<file path="src/flash_host_pkg.sv">
// Constants and carrier types for the boot-sector flash host controller.
// Assumes a 200 MHz system clock and an asynchronous flash on plain pins.
package flash_host_pkg;
  localparam int CLK_MHZ = 200;
  localparam int ADDR_W = 19;
  localparam int DATA_W = 16;
  localparam int WORD_LOCS = 524288;
  localparam int BYTE_LOCS = 1048576;
  // Bus timing, in ns, and derived cycle counts (rounded up)
  localparam int ACC_NS = 150;
  localparam int WR_PULSE_NS = 50;
  localparam int ACC_CYC = (ACC_NS * CLK_MHZ + 999) / 1000;
  localparam int WR_CYC = (WR_PULSE_NS * CLK_MHZ + 999) / 1000;
  localparam int RECOV_CYC = 2;
  localparam int RST_PULSE_NS = 500;
  localparam int RST_CYC = (RST_PULSE_NS * CLK_MHZ + 999) / 1000;
  // Register map of the controller's own command port
  localparam logic [3:0] REG_CTRL = 4'h0;
  localparam logic [3:0] REG_ADDR = 4'h1;
  localparam logic [3:0] REG_WDATA = 4'h2;
  localparam logic [3:0] REG_STATUS = 4'h3;
  localparam logic [3:0] REG_RDATA = 4'h4;
  // Control register fields
  localparam int CTRL_GO_LO = 0;
  localparam int CTRL_WIDE_BIT = 4;
  localparam int CTRL_STBY_BIT = 5;
  localparam int CTRL_RST_BIT = 6;
  // Operations started by writing the control register
  localparam logic [3:0] OP_READ = 4'h1;
  localparam logic [3:0] OP_WRITE = 4'h2;
  localparam logic [3:0] OP_RESET = 4'h3;

  typedef enum logic [2:0] {
    IDLE, RD_WAIT, WR_PULSE, WR_RECOV, RST_HOLD
  } host_state_t;

  typedef struct packed {
    logic chipSel_n;
    logic outGate_n;
    logic wrStrobe_n;
    logic devReset_n;
    logic wordMode;
    logic [ADDR_W-1:0] addr;
    logic [DATA_W-1:0] dataOut;
    logic dataOe;
  } pin_drive_t;

  typedef struct packed {
    host_state_t state;
    logic [7:0] cnt;
    pin_drive_t pins;
    logic standby;
    logic [ADDR_W:0] opAddr;
    logic [DATA_W-1:0] opData;
    logic [DATA_W-1:0] rdData;
    logic [DATA_W-1:0] busRd;
    logic doneSeen;
    logic [1:0] doneSync;
  } host_reg_t;
endpackage

</file>
<file path="src/flash_host_ctrl.sv">
// Host-side controller driving an asynchronous boot-sector flash by its pins.
// Software issues single bus cycles; command sequences are built in software.
// Contract
// - Commands are plain write cycles latching address and data.
// - Bypass mode programs one location in two writes, not four.
// - Host may suspend erase, use other sectors, then resume.
// - Host may place device in standby through control inputs.
// - Read: chip select and output gate low, write strobe high.
// - Write: write strobe and chip select low, output gate high.
`timescale 1ns/1ps
module flash_host_ctrl (
  // Clock and reset
  input wire logic clk,
  input wire logic rst,
  // Software command port
  input wire logic [3:0] regAddr,
  input wire logic [31:0] regWdata,
  input wire logic regWr,
  input wire logic regRd,
  output logic [31:0] regRdata,
  // Flash pins
  output logic chipSel_n,
  output logic outGate_n,
  output logic wrStrobe_n,
  output logic devReset_n,
  output logic wordMode,
  output logic [flash_host_pkg::ADDR_W-1:0] flashAddr,
  output logic [flash_host_pkg::DATA_W-1:0] dataOut,
  output logic dataOe,
  output logic topDataOrLowAddrOe,
  input wire logic [flash_host_pkg::DATA_W-1:0] dataIn,
  input wire logic operation_done_n
);
  localparam logic [7:0] ACC_C = 8'(flash_host_pkg::ACC_CYC);
  localparam logic [7:0] WR_C = 8'(flash_host_pkg::WR_CYC);
  localparam logic [7:0] REC_C = 8'(flash_host_pkg::RECOV_CYC);
  localparam logic [7:0] RST_C = 8'(flash_host_pkg::RST_CYC);

  flash_host_pkg::host_reg_t r, nxt;
  logic [flash_host_pkg::DATA_W-1:0] inSync1_r;
  logic [flash_host_pkg::DATA_W-1:0] inSync2_r;
  logic busy;

  // Pin data passes two flops before use
  always_ff @(posedge clk or posedge rst) begin
    if (rst) begin
      inSync1_r <= 16'h0000;
      inSync2_r <= 16'h0000;
    end else begin
      inSync1_r <= dataIn;
      inSync2_r <= inSync1_r;
    end
  end

  assign busy = (r.state != flash_host_pkg::IDLE);

  always_comb begin
    nxt = r;
    nxt.busRd = 16'h0000;
    nxt.doneSync = {r.doneSync[0], operation_done_n};
    nxt.doneSeen = r.doneSync[1];
    if (r.state != flash_host_pkg::IDLE) begin
      nxt.cnt = r.cnt - 8'h01;
    end
    case (r.state)
      flash_host_pkg::IDLE: begin
        nxt.pins.chipSel_n = r.standby;
        nxt.pins.outGate_n = 1'b1;
        nxt.pins.wrStrobe_n = 1'b1;
        nxt.pins.dataOe = 1'b0;
        if (regWr && regAddr == flash_host_pkg::REG_CTRL) begin
          nxt.standby = regWdata[flash_host_pkg::CTRL_STBY_BIT];
          // Deselect at once, not one cycle late
          nxt.pins.chipSel_n = regWdata[flash_host_pkg::CTRL_STBY_BIT];
          nxt.pins.wordMode = regWdata[flash_host_pkg::CTRL_WIDE_BIT];
          if (regWdata[3:0] == flash_host_pkg::OP_READ) begin
            nxt.state = flash_host_pkg::RD_WAIT;
            nxt.cnt = ACC_C;
            nxt.pins.chipSel_n = 1'b0;
            nxt.pins.outGate_n = 1'b0;
          end else if (regWdata[3:0] == flash_host_pkg::OP_WRITE) begin
            nxt.state = flash_host_pkg::WR_PULSE;
            nxt.cnt = WR_C;
            nxt.pins.chipSel_n = 1'b0;
            nxt.pins.wrStrobe_n = 1'b0;
            nxt.pins.dataOe = 1'b1;
          end else if (regWdata[3:0] == flash_host_pkg::OP_RESET) begin
            nxt.state = flash_host_pkg::RST_HOLD;
            nxt.cnt = RST_C;
            nxt.pins.devReset_n = 1'b0;
          end
        end else if (regWr && regAddr == flash_host_pkg::REG_ADDR) begin
          nxt.opAddr = regWdata[flash_host_pkg::ADDR_W:0];
        end else if (regWr && regAddr == flash_host_pkg::REG_WDATA) begin
          nxt.opData = regWdata[15:0];
        end
        // byte address: low bit to top data pin
        if (nxt.pins.wordMode) begin
          nxt.pins.addr = nxt.opAddr[flash_host_pkg::ADDR_W-1:0];
          nxt.pins.dataOut = nxt.opData;
        end else begin
          nxt.pins.addr = nxt.opAddr[flash_host_pkg::ADDR_W:1];
          nxt.pins.dataOut = {nxt.opAddr[0], 7'h00, nxt.opData[7:0]};
        end
      end
      flash_host_pkg::RD_WAIT: begin
        if (r.cnt == 8'h00) begin
          // byte mode keeps low lanes only
          nxt.rdData = r.pins.wordMode ? inSync2_r : {8'h00, inSync2_r[7:0]};
          nxt.pins.chipSel_n = r.standby;
          nxt.pins.outGate_n = 1'b1;
          nxt.state = flash_host_pkg::IDLE;
        end
      end
      flash_host_pkg::WR_PULSE: begin
        if (r.cnt == 8'h00) begin
          nxt.pins.wrStrobe_n = 1'b1;
          nxt.state = flash_host_pkg::WR_RECOV;
          nxt.cnt = REC_C;
        end
      end
      flash_host_pkg::WR_RECOV: begin
        if (r.cnt == 8'h00) begin
          nxt.pins.dataOe = 1'b0;
          nxt.pins.chipSel_n = r.standby;
          nxt.state = flash_host_pkg::IDLE;
        end
      end
      default: begin
        if (r.cnt == 8'h00) begin
          nxt.pins.devReset_n = 1'b1;
          nxt.state = flash_host_pkg::IDLE;
        end
      end
    endcase
    // Register read port, answer next cycle
    if (regRd) begin
      if (regAddr == flash_host_pkg::REG_CTRL) begin
        nxt.busRd = {9'h000, r.pins.devReset_n, r.standby, r.pins.wordMode, 4'h0};
      end else if (regAddr == flash_host_pkg::REG_ADDR) begin
        nxt.busRd = r.opAddr[15:0];
      end else if (regAddr == flash_host_pkg::REG_WDATA) begin
        nxt.busRd = r.opData;
      end else if (regAddr == flash_host_pkg::REG_STATUS) begin
        nxt.busRd = {14'h0000, ~r.doneSeen, busy};
      end else if (regAddr == flash_host_pkg::REG_RDATA) begin
        // polling and toggle bits read here by software
        nxt.busRd = r.rdData;
      end
    end
  end

  always_ff @(posedge clk or posedge rst) begin
    if (rst) begin
      r <= '0;
      r.state <= flash_host_pkg::IDLE;
      r.pins.chipSel_n <= 1'b1;
      r.pins.outGate_n <= 1'b1;
      r.pins.wrStrobe_n <= 1'b1;
      r.pins.devReset_n <= 1'b1;
      r.pins.wordMode <= 1'b1;
      r.doneSeen <= 1'b1;
      r.doneSync <= 2'b11;
    end else begin
      r <= nxt;
    end
  end

  assign regRdata = {16'h0000, r.busRd};
  assign chipSel_n = r.pins.chipSel_n;
  assign outGate_n = r.pins.outGate_n;
  assign wrStrobe_n = r.pins.wrStrobe_n;
  assign devReset_n = r.pins.devReset_n;
  assign wordMode = r.pins.wordMode;
  assign flashAddr = r.pins.addr;
  assign dataOut = r.pins.dataOut;
  assign dataOe = r.pins.dataOe;
  // Top pin carries low address bit in byte mode at all times, selected or not
  assign topDataOrLowAddrOe = r.pins.dataOe | ~r.pins.wordMode;

  // Counts low samples of the write strobe for the pulse length check
  logic [7:0] wrLowCnt_r;
  always_ff @(posedge clk or posedge rst) begin
    if (rst) begin
      wrLowCnt_r <= 8'h00;
    end else if (!wrStrobe_n) begin
      wrLowCnt_r <= wrLowCnt_r + 8'h01;
    end else begin
      wrLowCnt_r <= 8'h00;
    end
  end

  chk_read_no_write: assert property (@(posedge clk) disable iff (rst)
    !outGate_n |-> wrStrobe_n && !chipSel_n) else $error("read with write strobe");
  chk_write_gate_high: assert property (@(posedge clk) disable iff (rst)
    !wrStrobe_n |-> outGate_n && !chipSel_n && dataOe) else $error("bad write cycle");
  chk_write_pulse_len: assert property (@(posedge clk) disable iff (rst)
    $rose(wrStrobe_n) |-> wrLowCnt_r == WR_C + 8'h01) else $error("write pulse length");
  chk_read_access_len: assert property (@(posedge clk) disable iff (rst)
    $fell(outGate_n) |-> ##[30:32] outGate_n) else $error("read access length");
  chk_reset_pulse: assert property (@(posedge clk) disable iff (rst)
    $fell(devReset_n) |-> ##[100:102] devReset_n) else $error("reset pulse length");
  // data stable while write strobe low
  chk_write_data_hold: assert property (@(posedge clk) disable iff (rst)
    !wrStrobe_n && $past(!wrStrobe_n) |-> $stable(dataOut) && $stable(flashAddr))
    else $error("write data moved");
  // standby keeps chip deselected when idle
  chk_standby_desel: assert property (@(posedge clk) disable iff (rst)
    r.standby && !busy && $past(!busy) |-> chipSel_n) else $error("standby selected");
  chk_byte_top_pin: assert property (@(posedge clk) disable iff (rst)
    !wordMode |-> topDataOrLowAddrOe) else $error("low address pin floating");
endmodule

</file>
<file path="config.mk">
export PLATFORM = sky130hd
export DESIGN_NAME = flash_host_ctrl
export DESIGN_NICKNAME = d
export VERILOG_FILES = /design/src/flash_host_pkg.sv /design/src/flash_host_ctrl.sv
export SDC_FILE = /design/constraint.sdc
export NUM_CORES = 1
export LEC_CHECK = 0
export BUFFER_PORTS_ARGS = -buffer_cell sky130_fd_sc_hd__buf_2
export CAP_MARGIN = 20
export CORE_MARGIN = 2
export CORE_UTILIZATION = 50
export CTS_BUF_LIST = sky130_fd_sc_hd__clkbuf_8
export DETAILED_ROUTE_END_ITERATION = 12
export GPL_TIMING_DRIVEN = 0
export PLACE_DENSITY_LB_ADDON = 0.25
export SLEW_MARGIN = 20
export SYNTH_ARGS = -nofsm -noshare
export SYNTH_HDL_FRONTEND = slang
export SYNTH_SLANG_ARGS = --single-unit
</file>
<file path="constraint.sdc">
create_clock -name clk -period 7.4 [get_ports clk]
set_input_delay 0.74 -clock clk [delete_from_list [all_inputs] [get_ports clk]]
set_output_delay 0.74 -clock clk [all_outputs]
set_load 0.05 [all_outputs]
</file>
# Yosys cells after proc, flatten, opt, wreduce, memory -nomap -nowiden

Cells that the tools add are included.

$add $sub $neg: 1
Equal/unequal tests: 18
Reductions and logical operators: 21
Mux-type cells: 40
Bitwise gates (word level): 4

Operators by type and width:

| kind                                                | count |
|---|---|
| two-way mux 16 bit                                  | 11 |
| two-way mux 36 bit                                  | 1 |
| two-way mux 35 bit                                  | 1 |
| two-way mux 11 bit                                  | 3 |
| two-way mux 20 bit                                  | 1 |
| equality test 4 x 2 -> 1 bit, second input constant | 4 |
| one-hot mux 8 bit (2 select lines)                  | 1 |
| != test 2 bit, second input constant                | 7 |
| two-way mux 12 bit                                  | 1 |
| two-way mux 1 bit                                   | 10 |
| AND reduction 2 bit                                 | 5 |
| equality test 4 x 1 -> 1 bit, second input constant | 2 |
| zero test 8 bit                                     | 1 |
| two-way mux 8 bit                                   | 1 |
| one-hot mux 1 bit (2 select lines)                  | 4 |
| nonzero test 2 bit                                  | 4 |
| subtractor 8 x 1 -> 8 bit, second input constant    | 1 |
| equality test 3 x 2 -> 1 bit, second input constant | 2 |
| two-way mux 2 bit                                   | 3 |
| one-hot mux 3 bit (2 select lines)                  | 1 |
| AND reduction 6 bit                                 | 1 |
| nonzero test 3 bit                                  | 2 |
| equality test 4 x 3 -> 1 bit, second input constant | 1 |
| zero test 4 bit                                     | 1 |
| 11 further kinds                                    | 15 |

Bits of input ports: 57
Register bits: 156
Word-level logic and storage cells: 103

# Logic depth before layout (Yosys ltp)

Gate-level depths: netlist of the first run.

Depth after elaboration: 8
Mapped depth: 9
Depth with buffers taken out: 7

# Worst setup path after synthesis of the first run

OpenSTA, ideal clock, no wires.

Kind: input-to-reg
Start: input regAddr[2]
End: register r (netlist bit dataOut[0])
Stages on the path: 8
Setup slack: 4.804 ns
Arrival: 2.472 ns
Buffers on the path: 4
Setup time: 0.125 ns
Cell sequence: clkbuf_1 nor3b_1 nand2b_1 buf_2 or2_2 buf_2 buf_2 mux2_2

Longest elaborated chain between the ends: 6

RTL lines:

| item                         | RTL line               | RTL |
|---|---|---|
| start, declared              | flash_host_ctrl.sv:16  | `input wire logic [3:0] regAddr,` |
| equality test 4 x 2 -> 1 bit | flash_host_ctrl.sv:94  | `end else if (regWr && regAddr == flash_host_pkg::REG_WDATA) begin` |
| logical AND 1 bit            | flash_host_ctrl.sv:94  |  |
| two-way mux 16 bit           | flash_host_ctrl.sv:94  |  |
| two-way mux 16 bit           | flash_host_ctrl.sv:92  | `end else if (regWr && regAddr == flash_host_pkg::REG_ADDR) begin` |
| two-way mux 36 bit (*)       | flash_host_ctrl.sv:71  | `if (regWr && regAddr == flash_host_pkg::REG_CTRL) begin` |
| two-way mux 35 bit (*)       | flash_host_ctrl.sv:98  | `if (nxt.pins.wordMode) begin` |
| end signal, assigned         | flash_host_ctrl.sv:165 | `r <= nxt;` |
| end, declared                | flash_host_ctrl.sv:39  | `flash_host_pkg::host_reg_t r, nxt;` |

Mark *: on every way between the ends. The rest lies on a longest branch, timed or not.
A chain may end at the register's enable or synchronous reset.

# Worst setup path after layout of the first run

Start: register wordMode (netlist name)
End: output topDataOrLowAddrOe

Longest elaborated chain between the ends: 2

RTL lines:

| item             | RTL line               | RTL |
|---|---|---|
| NOT 1 bit        | flash_host_ctrl.sv:179 | `assign topDataOrLowAddrOe = r.pins.dataOe \| ~r.pins.wordMode;` |
| bitwise OR 1 bit | flash_host_ctrl.sv:179 |  |
| end, declared    | flash_host_ctrl.sv:30  | `output logic topDataOrLowAddrOe,` |

No other way between the ends.

==> impl_metrics.csv, run 1 <==
group,metric,value,unit
run_status,run_status,"complete, no violations",
yosys,ys_types,56,
timing,clock_skew,12.0,ps
die,die_x,120,um
grt,grt_pass1_vias,4795,
clock_tree,cts_buffers,17,
pwr,total_power,1.71,mW
die,ios,131,
clock_tree,clkTransAtPathRegs,80,ps
timing,fmax,0.384,GHz
clock_tree,post_cts_buffers,0,
worst_setup_path,worstSetupStartpointType,"flop",
placed_design,numPortBuffers,98,
finish,syn_to_final_growth,18.6,%
die,die_area,0.0143,sq mm
yosys,synth-seq-area-share,55.4,%
yosys,synthCells,620,
timing,setup_viol,0,
die,rows,42,
pwr,vdd_drop_max,0.000104,V
timing,hold_viol,0,
timing,whs,352,ps
yosys,netlist_area,0.00670,sq mm
grt,track_usage,21.9,%
route,drt-initial-drc-count,493,
timing,tightest_slew,654,ps
die,die_h,120,um
worst_setup_path,end_kind,"primary output",
grt,antenna_found_initial,0,
clock_tree,clk_latency,450,ps
grt,grt_max_degree,87,
timing,tns,0,ps
route,routedWlPerCell,15.9,um
worst_setup_path,cp_cell_sequence,"clkbuf_1 -> nand2_1 -> buf_2",
finish,diodes,0,
clock_tree,cts_buffer_depth,2,
yosys,synth_edf_count,0,
die,core-area,0.0132,sq mm
hold_path,hp-class,"flop to flop",
yosys,ys_top_cells_by_area,"dfrtp_1, buf_4, mux2_2",
clock_tree,cts_tree,"done",
clock_tree,ctsHoldBuffers,0,
timing,report.final.slew_viol_count,0,
die,start_util,50.8,%
yosys,synth_ff_type,"dfrtp_1",
yosys,postSynth.asyncResetShare,100,%
grt,grt_pass1_wl,24200,um
timing,finalCritPeriodShare,35.2,%
placed_design,place_ws,4380,ps
worst_setup_path,max_stage_delay,580,ps
route,ant_nets,0,
route,drcViolationCount,0,
placed_design,dp_hpwl,11000,um
timing,grt_setup_unrepaired,"false",
clock_tree,cts.sinks,148,
finish,drive_above_1_share,34.9,%
route,vias,4843,
yosys,avgSynthCellArea,10.8,sq um
route,viasPerCell,5.14,
worst_setup_path,cpMaxStageDelayCell,"dfstp_2",
timing,worst_slack,4790,ps
clock_tree,htreeDepth,4,
finish,fin_util,60.3,%
pwr,p_leak,3.84,nW
finish,final_cell_mix,"dfrtp_1, nand2_1, buf_2",
timing,slew_headroom,56.1,%
worst_setup_path,arrival,1870,ps
route,dr.pass1.iters,5,
route,wl,15000,um
finish,nFillCells,1144,
grt,grt-ovfl-total,0,
job,maxCapViolCount,0,
timing,period_needed,2610,ps
yosys,yosys.area.top_type_share,52.3,%
placed_design,gp_congestion,0.879,
yosys,synth_seq_cells,148,
clock_tree,cts_resized,0,
yosys,synth_top_area_cell,"dfrtp_1",
clock_tree,root_buffer,"clkbuf_8",
finish,nets,811,
worst_setup_path,path_class,"flop to primary output",
yosys,ys_warn_count,0,
worst_setup_path,worstPathRequired,6660,ps
finish,final_common_cell,"dfrtp_1",
pwr,p_per_area,215,mW/mm^2
worst_setup_path,cp_max_fo,10,
worst max-delay path, delay by kind of cell (launching register included):
| family | cells | cell delay [ps] |
|---|---|---|
| buffers and inverters | 2 | 740 |
| DFF | 1 | 580 |
| and+or+nand+nor | 1 | 90 |
where the power goes:
group	internal, mW	total [mW]	switching, mW
Sequential	0.836	0.853	0.0170
Combinational	0.0559	0.167	0.111
Clock	0.384	0.687	0.303
metrics by stage:
stage / cells / instance area (sq um)
finish: 942 / 7950
global route: 942 / 7950
CTS: 942 / 7950
detailed placement: 910 / 7500
global placement: 909 / 7470
floorplan: 635 / 6760
cell type report:
class	instances	area, sq um	share of cell area (%)
sequential	148	3710	46.7
multi-input combinational	382	2380	29.9
buffer	100	656	8.25
timing repair buffer	99	518	6.51
clock buffer	19	262	3.29
tap	176	220	2.77
clock inverter	13	180	2.27
inverter	5	26.3	0.330
cell families (layout without fill, tap and decap cells):
family | after synthesis | in the layout | synth area share (%)
xor gates and xnor gates | 4 | 4 | 0.523
adders and majority gates | 1 | 1 | 0.187
other | 1 | 16 | 0.0559
buffers and inverters | 105 | 236 | 10.1
and+or+nand+nor | 192 | 192 | 12.3
DFF | 148 | 148 | 55.4
AOI/OAI and AO/OA | 95 | 95 | 9.41
muxes | 74 | 74 | 12.1
cells in the mapped netlist, drive strengths merged (4+ instances only):
cell,n
a21boi,6
a21oi,16
a222oi,10
a2bb2oi,4
buf,77
clkbuf,23
dfrtp,140
dfstp,8
inv,5
mux2,46
mux2i,28
nand2,120
nand2b,5
nor2,33
nor3,8
o21ai,33
o31ai,9
or3,5
path summary, 6_finish.rpt:
path | start | to | slack [ps] | depth (start not counted)
max | wordMode$_DFFE_PP1P_ | topDataOrLowAddrOe | 4790 | 3
max in group asynchronous | rst | outGate_n$_DFFE_PP1P_ | 6290 | 3
min reg2reg | inSync1_r[4]$_DFF_PP0_ | inSync2_r[4]$_DFF_PP0_ | 350 | 0
min in group asynchronous | rst | dataOe$_DFFE_PP0P_ | 370 | 2
min | inSync1_r[4]$_DFF_PP0_ | inSync2_r[4]$_DFF_PP0_ | 350 | 0
max reg2reg | r[118]$_DFF_PP0_ | r[21]$_DFFE_PP0P_ | 4870 | 6
routing by layer:
metal	GRT usage (%)	wire length, um	vias to the layer above
li1	-	-	2307
met2	36.1	7370	151
met1	28.5	6560	2358
met4	9.04	295	0
met5	0	0	-
met3	4.18	766	27
flip-flops by register name, indices dropped and copies added (netlist names), 2 cells and up:
| register | flops |
|---|---|
| inSync1_r | 16 |
| regRdata | 16 |
| dataOut | 16 |
| flashAddr | 19 |
| r | 57 |
| inSync2_r | 16 |
| nxt | 2 |
Note: power is estimated with default switching activity, not from simulation.
==> run 2, diff against run 1 <==
==> constraint.sdc (replaced) <==
create_clock -name clk -period 2.3 [get_ports clk]
set_input_delay 0.23 -clock clk [delete_from_list [all_inputs] [get_ports clk]]
set_output_delay 0.23 -clock clk [all_outputs]
set_load 0.05 [all_outputs]
==> run 2 against run 1 <==
  * The run now ends with setup timing left
  * Clock skew decreased by 3.9 ps
  * Die area unchanged
  * Register-to-register slack got worse by 4900 ps
  * Sequential power increased to 3.2 times the previous value
  * Cell count increased by 2.9%
  * Flip-flop and latch count unchanged
  * Non-clock buffer count increased by 26
  * Total power increased to 3.3 times the previous value
  * Global-route usage increased by 0.55 points
  * Critical endpoint is now r[19]$_DFFE_PP0P_
==> impl_metrics.csv, run 2 (same netlist as run 1, synthesis figures left out) <==
group,metric,value,unit
worst_setup_path,critPathBufInv,1,
finish,final_cells,969,
grt,track_usage,22.4,%
die,start_util,50.8,%
clock_tree,cts_buffers,17,
timing,period_needed,2330,ps
timing,fmax,0.429,GHz
timing,grt_setup_unrepaired,"true",
route,drt-initial-drc-count,426,
placed_design,numPortBuffers,98,
clock_tree,cts_tree,"done",
timing,clock_skew,8.10,ps
grt,antenna_found_initial,0,
pwr,total_power,5.58,mW
worst_setup_path,arrival,2680,ps
die,ios,131,
timing,whs,29.3,ps
hold_path,hp-class,"primary input to flop",
timing,hold_viol,0,
worst_setup_path,crit_top_cell,"or3_4",
route,vias,4986,
worst_setup_path,cpMaxStageDelayCell,"or4_4",
die,die_x,120,um
worst_setup_path,worst-path-stages,5,
timing,finalCritPeriodShare,101,%
timing,report.final.slew_viol_count,0,
grt,busiest_layer,"met2",
die,rows,42,
clock_tree,clk_latency,460,ps
grt,use_met3,4.85,%
worst_setup_path,cp_cell_sequence,"or4_4 -> or3_4 -> or3_4 -> buf_8 -> mux2_4",
route,dr.pass1.iters,6,
worst_setup_path,crit_end,"r[19]$_DFFE_PP0P_",
grt,grt-ovfl-total,0,
run_status,run_status,"complete, but fails checks",
pwr,p_per_area,675,mW/mm^2
worst_setup_path,ff2ff_path_depth,5,
worst_setup_path,path_class,"flop to flop",
run_status,violations,"setup timing",
clock_tree,root_buffer,"clkbuf_8",
finish,nets,837,
die,die_h,120,um
finish,final_common_cell,"dfrtp_1",
worst_setup_path,worstPathRequired,2650,ps
finish,final_area,0.00826,sq mm
pwr,vdd_drop_max,0.000468,V
worst_setup_path,worstSetupStartpointType,"flop",
clock_tree,cts_buffer_depth,2,
worst_setup_path,reg2reg_slack,-30,ps
route,ant_nets,0,
job,maxCapViolCount,0,
grt,groute.layer.met1.usage,29.1,%
worst_setup_path,reg2reg_from,"r[119]$_DFF_PP0_",
placed_design,gp_congestion,0.903,
clock_tree,clkTransAtPathRegs,90,ps
placed_design,dp_hpwl,11200,um
worst_setup_path,cp-startpoint,"r[119]$_DFF_PP0_",
finish,final_cell_mix,"dfrtp_1, nand2_1, buf_2",
finish,largest-register,"r",
placed_design,placed_area,0.00755,sq mm
worst_setup_path,critPathTopFamily,"simple AND/OR/NAND/NOR gates",
finish,nFillCells,1121,
route,routedWlPerCell,15.7,um
worst_setup_path,end_kind,"flop",
finish,largest_reg_flops,57,
timing,slew_headroom,57.6,%
timing,setup_viol,7,
grt,grt_pass1_wl,24900,um
clock_tree,htreeDepth,4,
route,drcViolationCount,0,
worst_setup_path,max_stage_delay,550,ps
grt,grt_pass1_vias,4969,
finish,drive_above_1_share,35.4,%
worst_setup_path,reg2reg_to,"r[19]$_DFFE_PP0P_",
timing,tightest_slew,632,ps
die,die_area,0.0143,sq mm
die,core-area,0.0132,sq mm
timing,worst_slack,-30.5,ps
grt,gr-usage-met2,37.2,%
clock_tree,cts.sinks,148,
worst_setup_path,cp_max_fo,10,
route,viasPerCell,5.15,
pwr,p_leak,3.96,nW
route,wl,15200,um
placed_design,dp.cells,913,
finish,syn_to_final_growth,23.2,%
grt,grt_max_degree,38,
-- run 2: cell types whose count changed in the layout (fill, tap and decap cells not counted), sizes merged --
cell         delta
clkbuf          -1
dlygate4sd3    +18
diode           +1
clkinvlp        +1
clkinv          -1
inv             +1
buf             +8
-- run 2: worst reg2reg max path: cells and delay by family (launching register included) --
kind,cells,cell delay (ps)
multiplexers,1,290
flip-flops,1,400
AND/OR/NAND/NOR,3,1360
buffers and inverters,1,170
-- run 2: final cells by class --
class                           count  area, sq um  share of cell area [%]
Buffer                             99          651                    7.88
Inverter                            5         22.5                   0.273
Clock inverter                     14          200                    2.42
Antenna cell                        1         2.50                  0.0303
Sequential cell                   148         3710                    45.0
Clock buffer                       18          248                    3.00
Multi-Input combinational cell    382         2400                    29.1
Timing Repair Buffer              126          796                    9.64
Tap cell                          176          220                    2.67
-- run 2: how the worst min path moves through the flow --
stage	depth (start not counted)	end	startpoint
after global placement	0	inSync2_r[1]$_DFF_PP0_	inSync1_r[1]$_DFF_PP0_
after detailed placement	2	inSync1_r[6]$_DFF_PP0_	rst
after global routing	2	r[46]$_DFFE_PP0P_	regWdata[11]
after CTS	2	r[43]$_DFFE_PP0P_	regWdata[8]
final	2	r[48]$_DFFE_PP0P_	regWdata[13]
after floorplan	0	nxt[1]$_DFF_PP1_	operation_done_n
-- run 2: routing by layer --
layer	wire length, um	share of wire (%)	up-vias
li1	-	-	2359
met1	6670	44	2452
met2	7460	49	147
met3	734	4.8	28
met4	320	2.1	0
met5	0	0	-
-- run 2: timing repair --
action / 4_1_cts / 5_1_grt
setup buffers: 5 / 1
hold endpoints to repair: 29 / 0
hold buffers: 18 / 0
setup endpoints to repair: 19 / 31
pin swaps: 3 / 1
gates resized for setup: 3 / 6
-- run 2: metrics by stage --
stage,worst slack (ps),TNS [ps],utilization (%)
after floorplan,26.3,0,-
after global placement,-596,-85590,56.7
after detailed placement,-235,-5080,57.3
after CTS,-50.3,-245,62.4
after global routing,-69.7,-368,62.6
final,-30.5,-98.5,62.6
-- run 2: where the power goes --
part	leakage (nW)	total [mW]	internal, mW	switching [mW]
Clock	0.216	2.25	1.22	1.03
Sequential	1.68	2.75	2.69	0.0571
Combinational	2.06	0.577	0.213	0.364
==> run 3, diff against run 2 <==
--- a/config.mk
+++ b/config.mk
@@ -5,6 +5,7 @@
 export SDC_FILE = /design/constraint.sdc
 export NUM_CORES = 1
 export LEC_CHECK = 0
+export ABC_AREA = 1
 export BUFFER_PORTS_ARGS = -buffer_cell sky130_fd_sc_hd__buf_2
 export CAP_MARGIN = 20
 export CORE_MARGIN = 2
==> run 3 against run 2 <==
  * The flow now finishes without violations
  * Critical endpoint is now topDataOrLowAddrOe
  * Via count up 23%
  * Largest power group unchanged
  * Sequential power down 4%
  * Cell count up 25%
  * Routed wire length up 17%
  * Worst hold slack better by 4.2 ps
  * Non-clock buffer count up 2
  * Clock power down 5%
  * Sequential share of layout area down 2.1 points
  * Flip-flop and latch count unchanged
  * Cell area up 5.0%
  * Synthesized cell count up 39%
  * First-iteration DRC count up 5.4%
  * Highest routed layer unchanged
==> impl_metrics.csv, run 3 <==
group,metric,value,unit
yosys,synth_common_cells,"nand2_1, dfrtp_1, nand3_1, buf_4, inv_1",
die,die_area,0.0154,sq mm
pwr,total_power,5.18,mW
yosys,synth_edf_count,0,
finish,largest-register,"r",
die,die_h,124,um
grt,antenna_found_initial,0,
timing,setup_viol,0,
die,rows,43,
finish,largest_reg_flops,57,
yosys,ys_top_cells_by_area,"dfrtp_1, nand2_1, buf_4",
worst_setup_path,cp_max_fo,3,
timing,fmax,0.537,GHz
route,ant_nets,0,
clock_tree,root_buffer,"clkbuf_8",
grt,grt-ovfl-total,0,
timing,finalCritPeriodShare,81.0,%
finish,fin_util,62.0,%
timing,tightest_slew,572,ps
pwr,p_leak,4.53,nW
pwr,combPwrFrac,7.8,%
yosys,synthCells,863,
worst_setup_path,arrival,1630,ps
pwr,p_sw_share,25.7,%
grt,track_usage,25.0,%
yosys,avgSynthCellArea,8.34,sq um
pwr,intPower,3.85,mW
clock_tree,clkTransAtPathRegs,80,ps
worst_setup_path,reg2reg_slack,480,ps
finish,nFillCells,1275,
timing,slew_headroom,61.6,%
yosys,synth.most_common_cell,"nand2_1",
timing,period_needed,1860,ps
finish,nets,1079,
timing,hold_viol,0,
route,routedWlPerCell,14.6,um
finish,drive_above_1_share,26.3,%
finish,final_cell_mix,"nand2_1, dfrtp_1, buf_2",
timing,report.final.slew_viol_count,0,
route,dr.pass1.iters,5,
yosys,yosys.area.top_type_share,48.7,%
die,core-area,0.0140,sq mm
die,ios,131,
grt,grt_max_degree,36,
placed_design,gp_congestion,0.892,
hold_path,min_to,"dataOut[6]$_DFFE_PP0P_",
worst_setup_path,worstPathRequired,2070,ps
pwr,p_per_area,598,mW/mm^2
yosys,synth_seq_cells,148,
job,maxCapViolCount,0,
hold_path,hp-start,"regWdata[6]",
finish,diodes,0,
clock_tree,cts_tree,"done",
clock_tree,clk_latency,470,ps
finish,syn_to_final_growth,20.5,%
yosys,ys_warn_count,0,
clock_tree,cts.sinks,148,
finish,multi_input_area,0.00255,sq mm
grt,grt_pass1_vias,5667,
route,drcViolationCount,0,
die,die_x,124,um
yosys,netlist_area,0.00720,sq mm
clock_tree,cts_buffers,17,
grt,grt_pass1_wl,28800,um
yosys,synth-seq-area-share,51.6,%
finish,final_common_cell,"nand2_1",
hold_path,hp-class,"primary input to flop",
worst_setup_path,end_kind,"primary output",
worst_setup_path,worstSetupStartpointType,"flop",
yosys,synth_top_area_cell,"dfrtp_1",
yosys,ys_types,34,
route,wl,17700,um
timing,grt_setup_unrepaired,"false",
timing,whs,33.5,ps
yosys,synth_ff_type,"dfrtp_1",
pwr,vdd_drop_max,0.000698,V
die,start_util,51.5,%
pwr,p_sw,1.33,mW
worst_setup_path,path_class,"flop to primary output",
placed_design,numPortBuffers,102,
worst_setup_path,reg2reg_from,"wordMode$_DFFE_PP1P_",
clock_tree,htreeDepth,4,
route,vias,6112,
route,viasPerCell,5.03,
route,drt-initial-drc-count,449,
yosys,postSynth.asyncResetShare,100,%
pwr,power_frac_clock,41.0,%
hold_path,hold_path_depth,3,
clock_tree,cts_buffer_depth,2,
finish,regArea,0.00371,sq mm
worst_setup_path,reg2reg_to,"flashAddr[1]$_DFFE_PP0P_",
pwr,pwr-share-seq,51.2,%
worst_setup_path,ff2ff_path_depth,6,
timing,clock_skew,9.00,ps
placed_design,dp_hpwl,13100,um
run_status,run_status,"complete, no violations",
timing,tns,0,ps
run 3: cell types whose count changed after synthesis, moves of 19 or more:
cell,before,now
clkbuf_1,23,4
inv_1,5,67
mux2_2,43,0
mux2i_1,28,0
nand2_1,120,294
nand3_1,3,94
run 3: cell type report:
type                       count  area share, %
sequential                   148           42.8
multi-input combinational    556           29.4
timing repair buffer         124           8.89
buffer                       103           8.34
inverter                      71           3.12
clock buffer                  17           2.70
tap                          180           2.60
clock inverter                15           2.11
run 3: worst max path at each step:
stage | to | startpoint
2_1_floorplan | dataOe$_DFFE_PP0P_ | rst
3_3_place_gp | r[113]$_DFF_PP0_ | rst
3_5_place_dp | flashAddr[1]$_DFFE_PP0P_ | wordMode$_DFFE_PP1P_
4_1_cts | topDataOrLowAddrOe | wordMode$_DFFE_PP1P_
5_1_grt | flashAddr[1]$_DFFE_PP0P_ | wordMode$_DFFE_PP1P_
6_report | topDataOrLowAddrOe | wordMode$_DFFE_PP1P_
run 3: power by group through the flow:
stage / sequential [mW] / combinational, mW / clock [mW]
after floorplan: 2.70 / 0.252 / 0
after global placement: 2.71 / 0.360 / 0
after detailed placement: 2.71 / 0.379 / 0
after CTS: 2.65 / 0.403 / 2.15
after global routing: 2.66 / 0.441 / 2.27
final: 2.65 / 0.402 / 2.13
run 3: stage by stage:
step | instance area [sq um] | std cells | setup slack, ps
after CTS | 8670 | 1214 | 449
final | 8670 | 1214 | 437
after floorplan | 7260 | 878 | 216
after detailed placement | 8070 | 1164 | 492
after global routing | 8670 | 1214 | 358
after global placement | 7990 | 1160 | -703
run 3: critical path: stages, from the launching register on:
cell and delay [ps]:
dfstp_2 570, inv_1 80, or2_2 300, buf_2 220
run 3: kinds of logic (layout without fill, tap and decap cells):
| group | Yosys count | after routing | share of synthesized area (%) |
|---|---|---|---|
| AOI/OAI and AO/OA | 75 | 75 | 5.94 |
| xor gates and xnor gates | 3 | 3 | 0.365 |
| adders and majority gates | 1 | 1 | 0.174 |
| buffers and inverters | 174 | 330 | 13.7 |
| DFF | 148 | 148 | 51.6 |
| other | 1 | 16 | 0.0521 |
| and+or+nand+nor | 461 | 461 | 28.1 |
run 3: timing repair:
action                    4_1_cts  5_1_grt
hold endpoints to repair       39        0
hold buffers                   18        0
resized for setup               0        0
setup buffers                   0        0
run 3: metal layers:
metal	vias up	global-route usage, %	share of wire, %
li1	2985	-	-
met1	2870	35.1	44
met2	224	38.4	46
met3	33	5.82	7.1
met4	0	8.36	2.2
met5	-	0	0
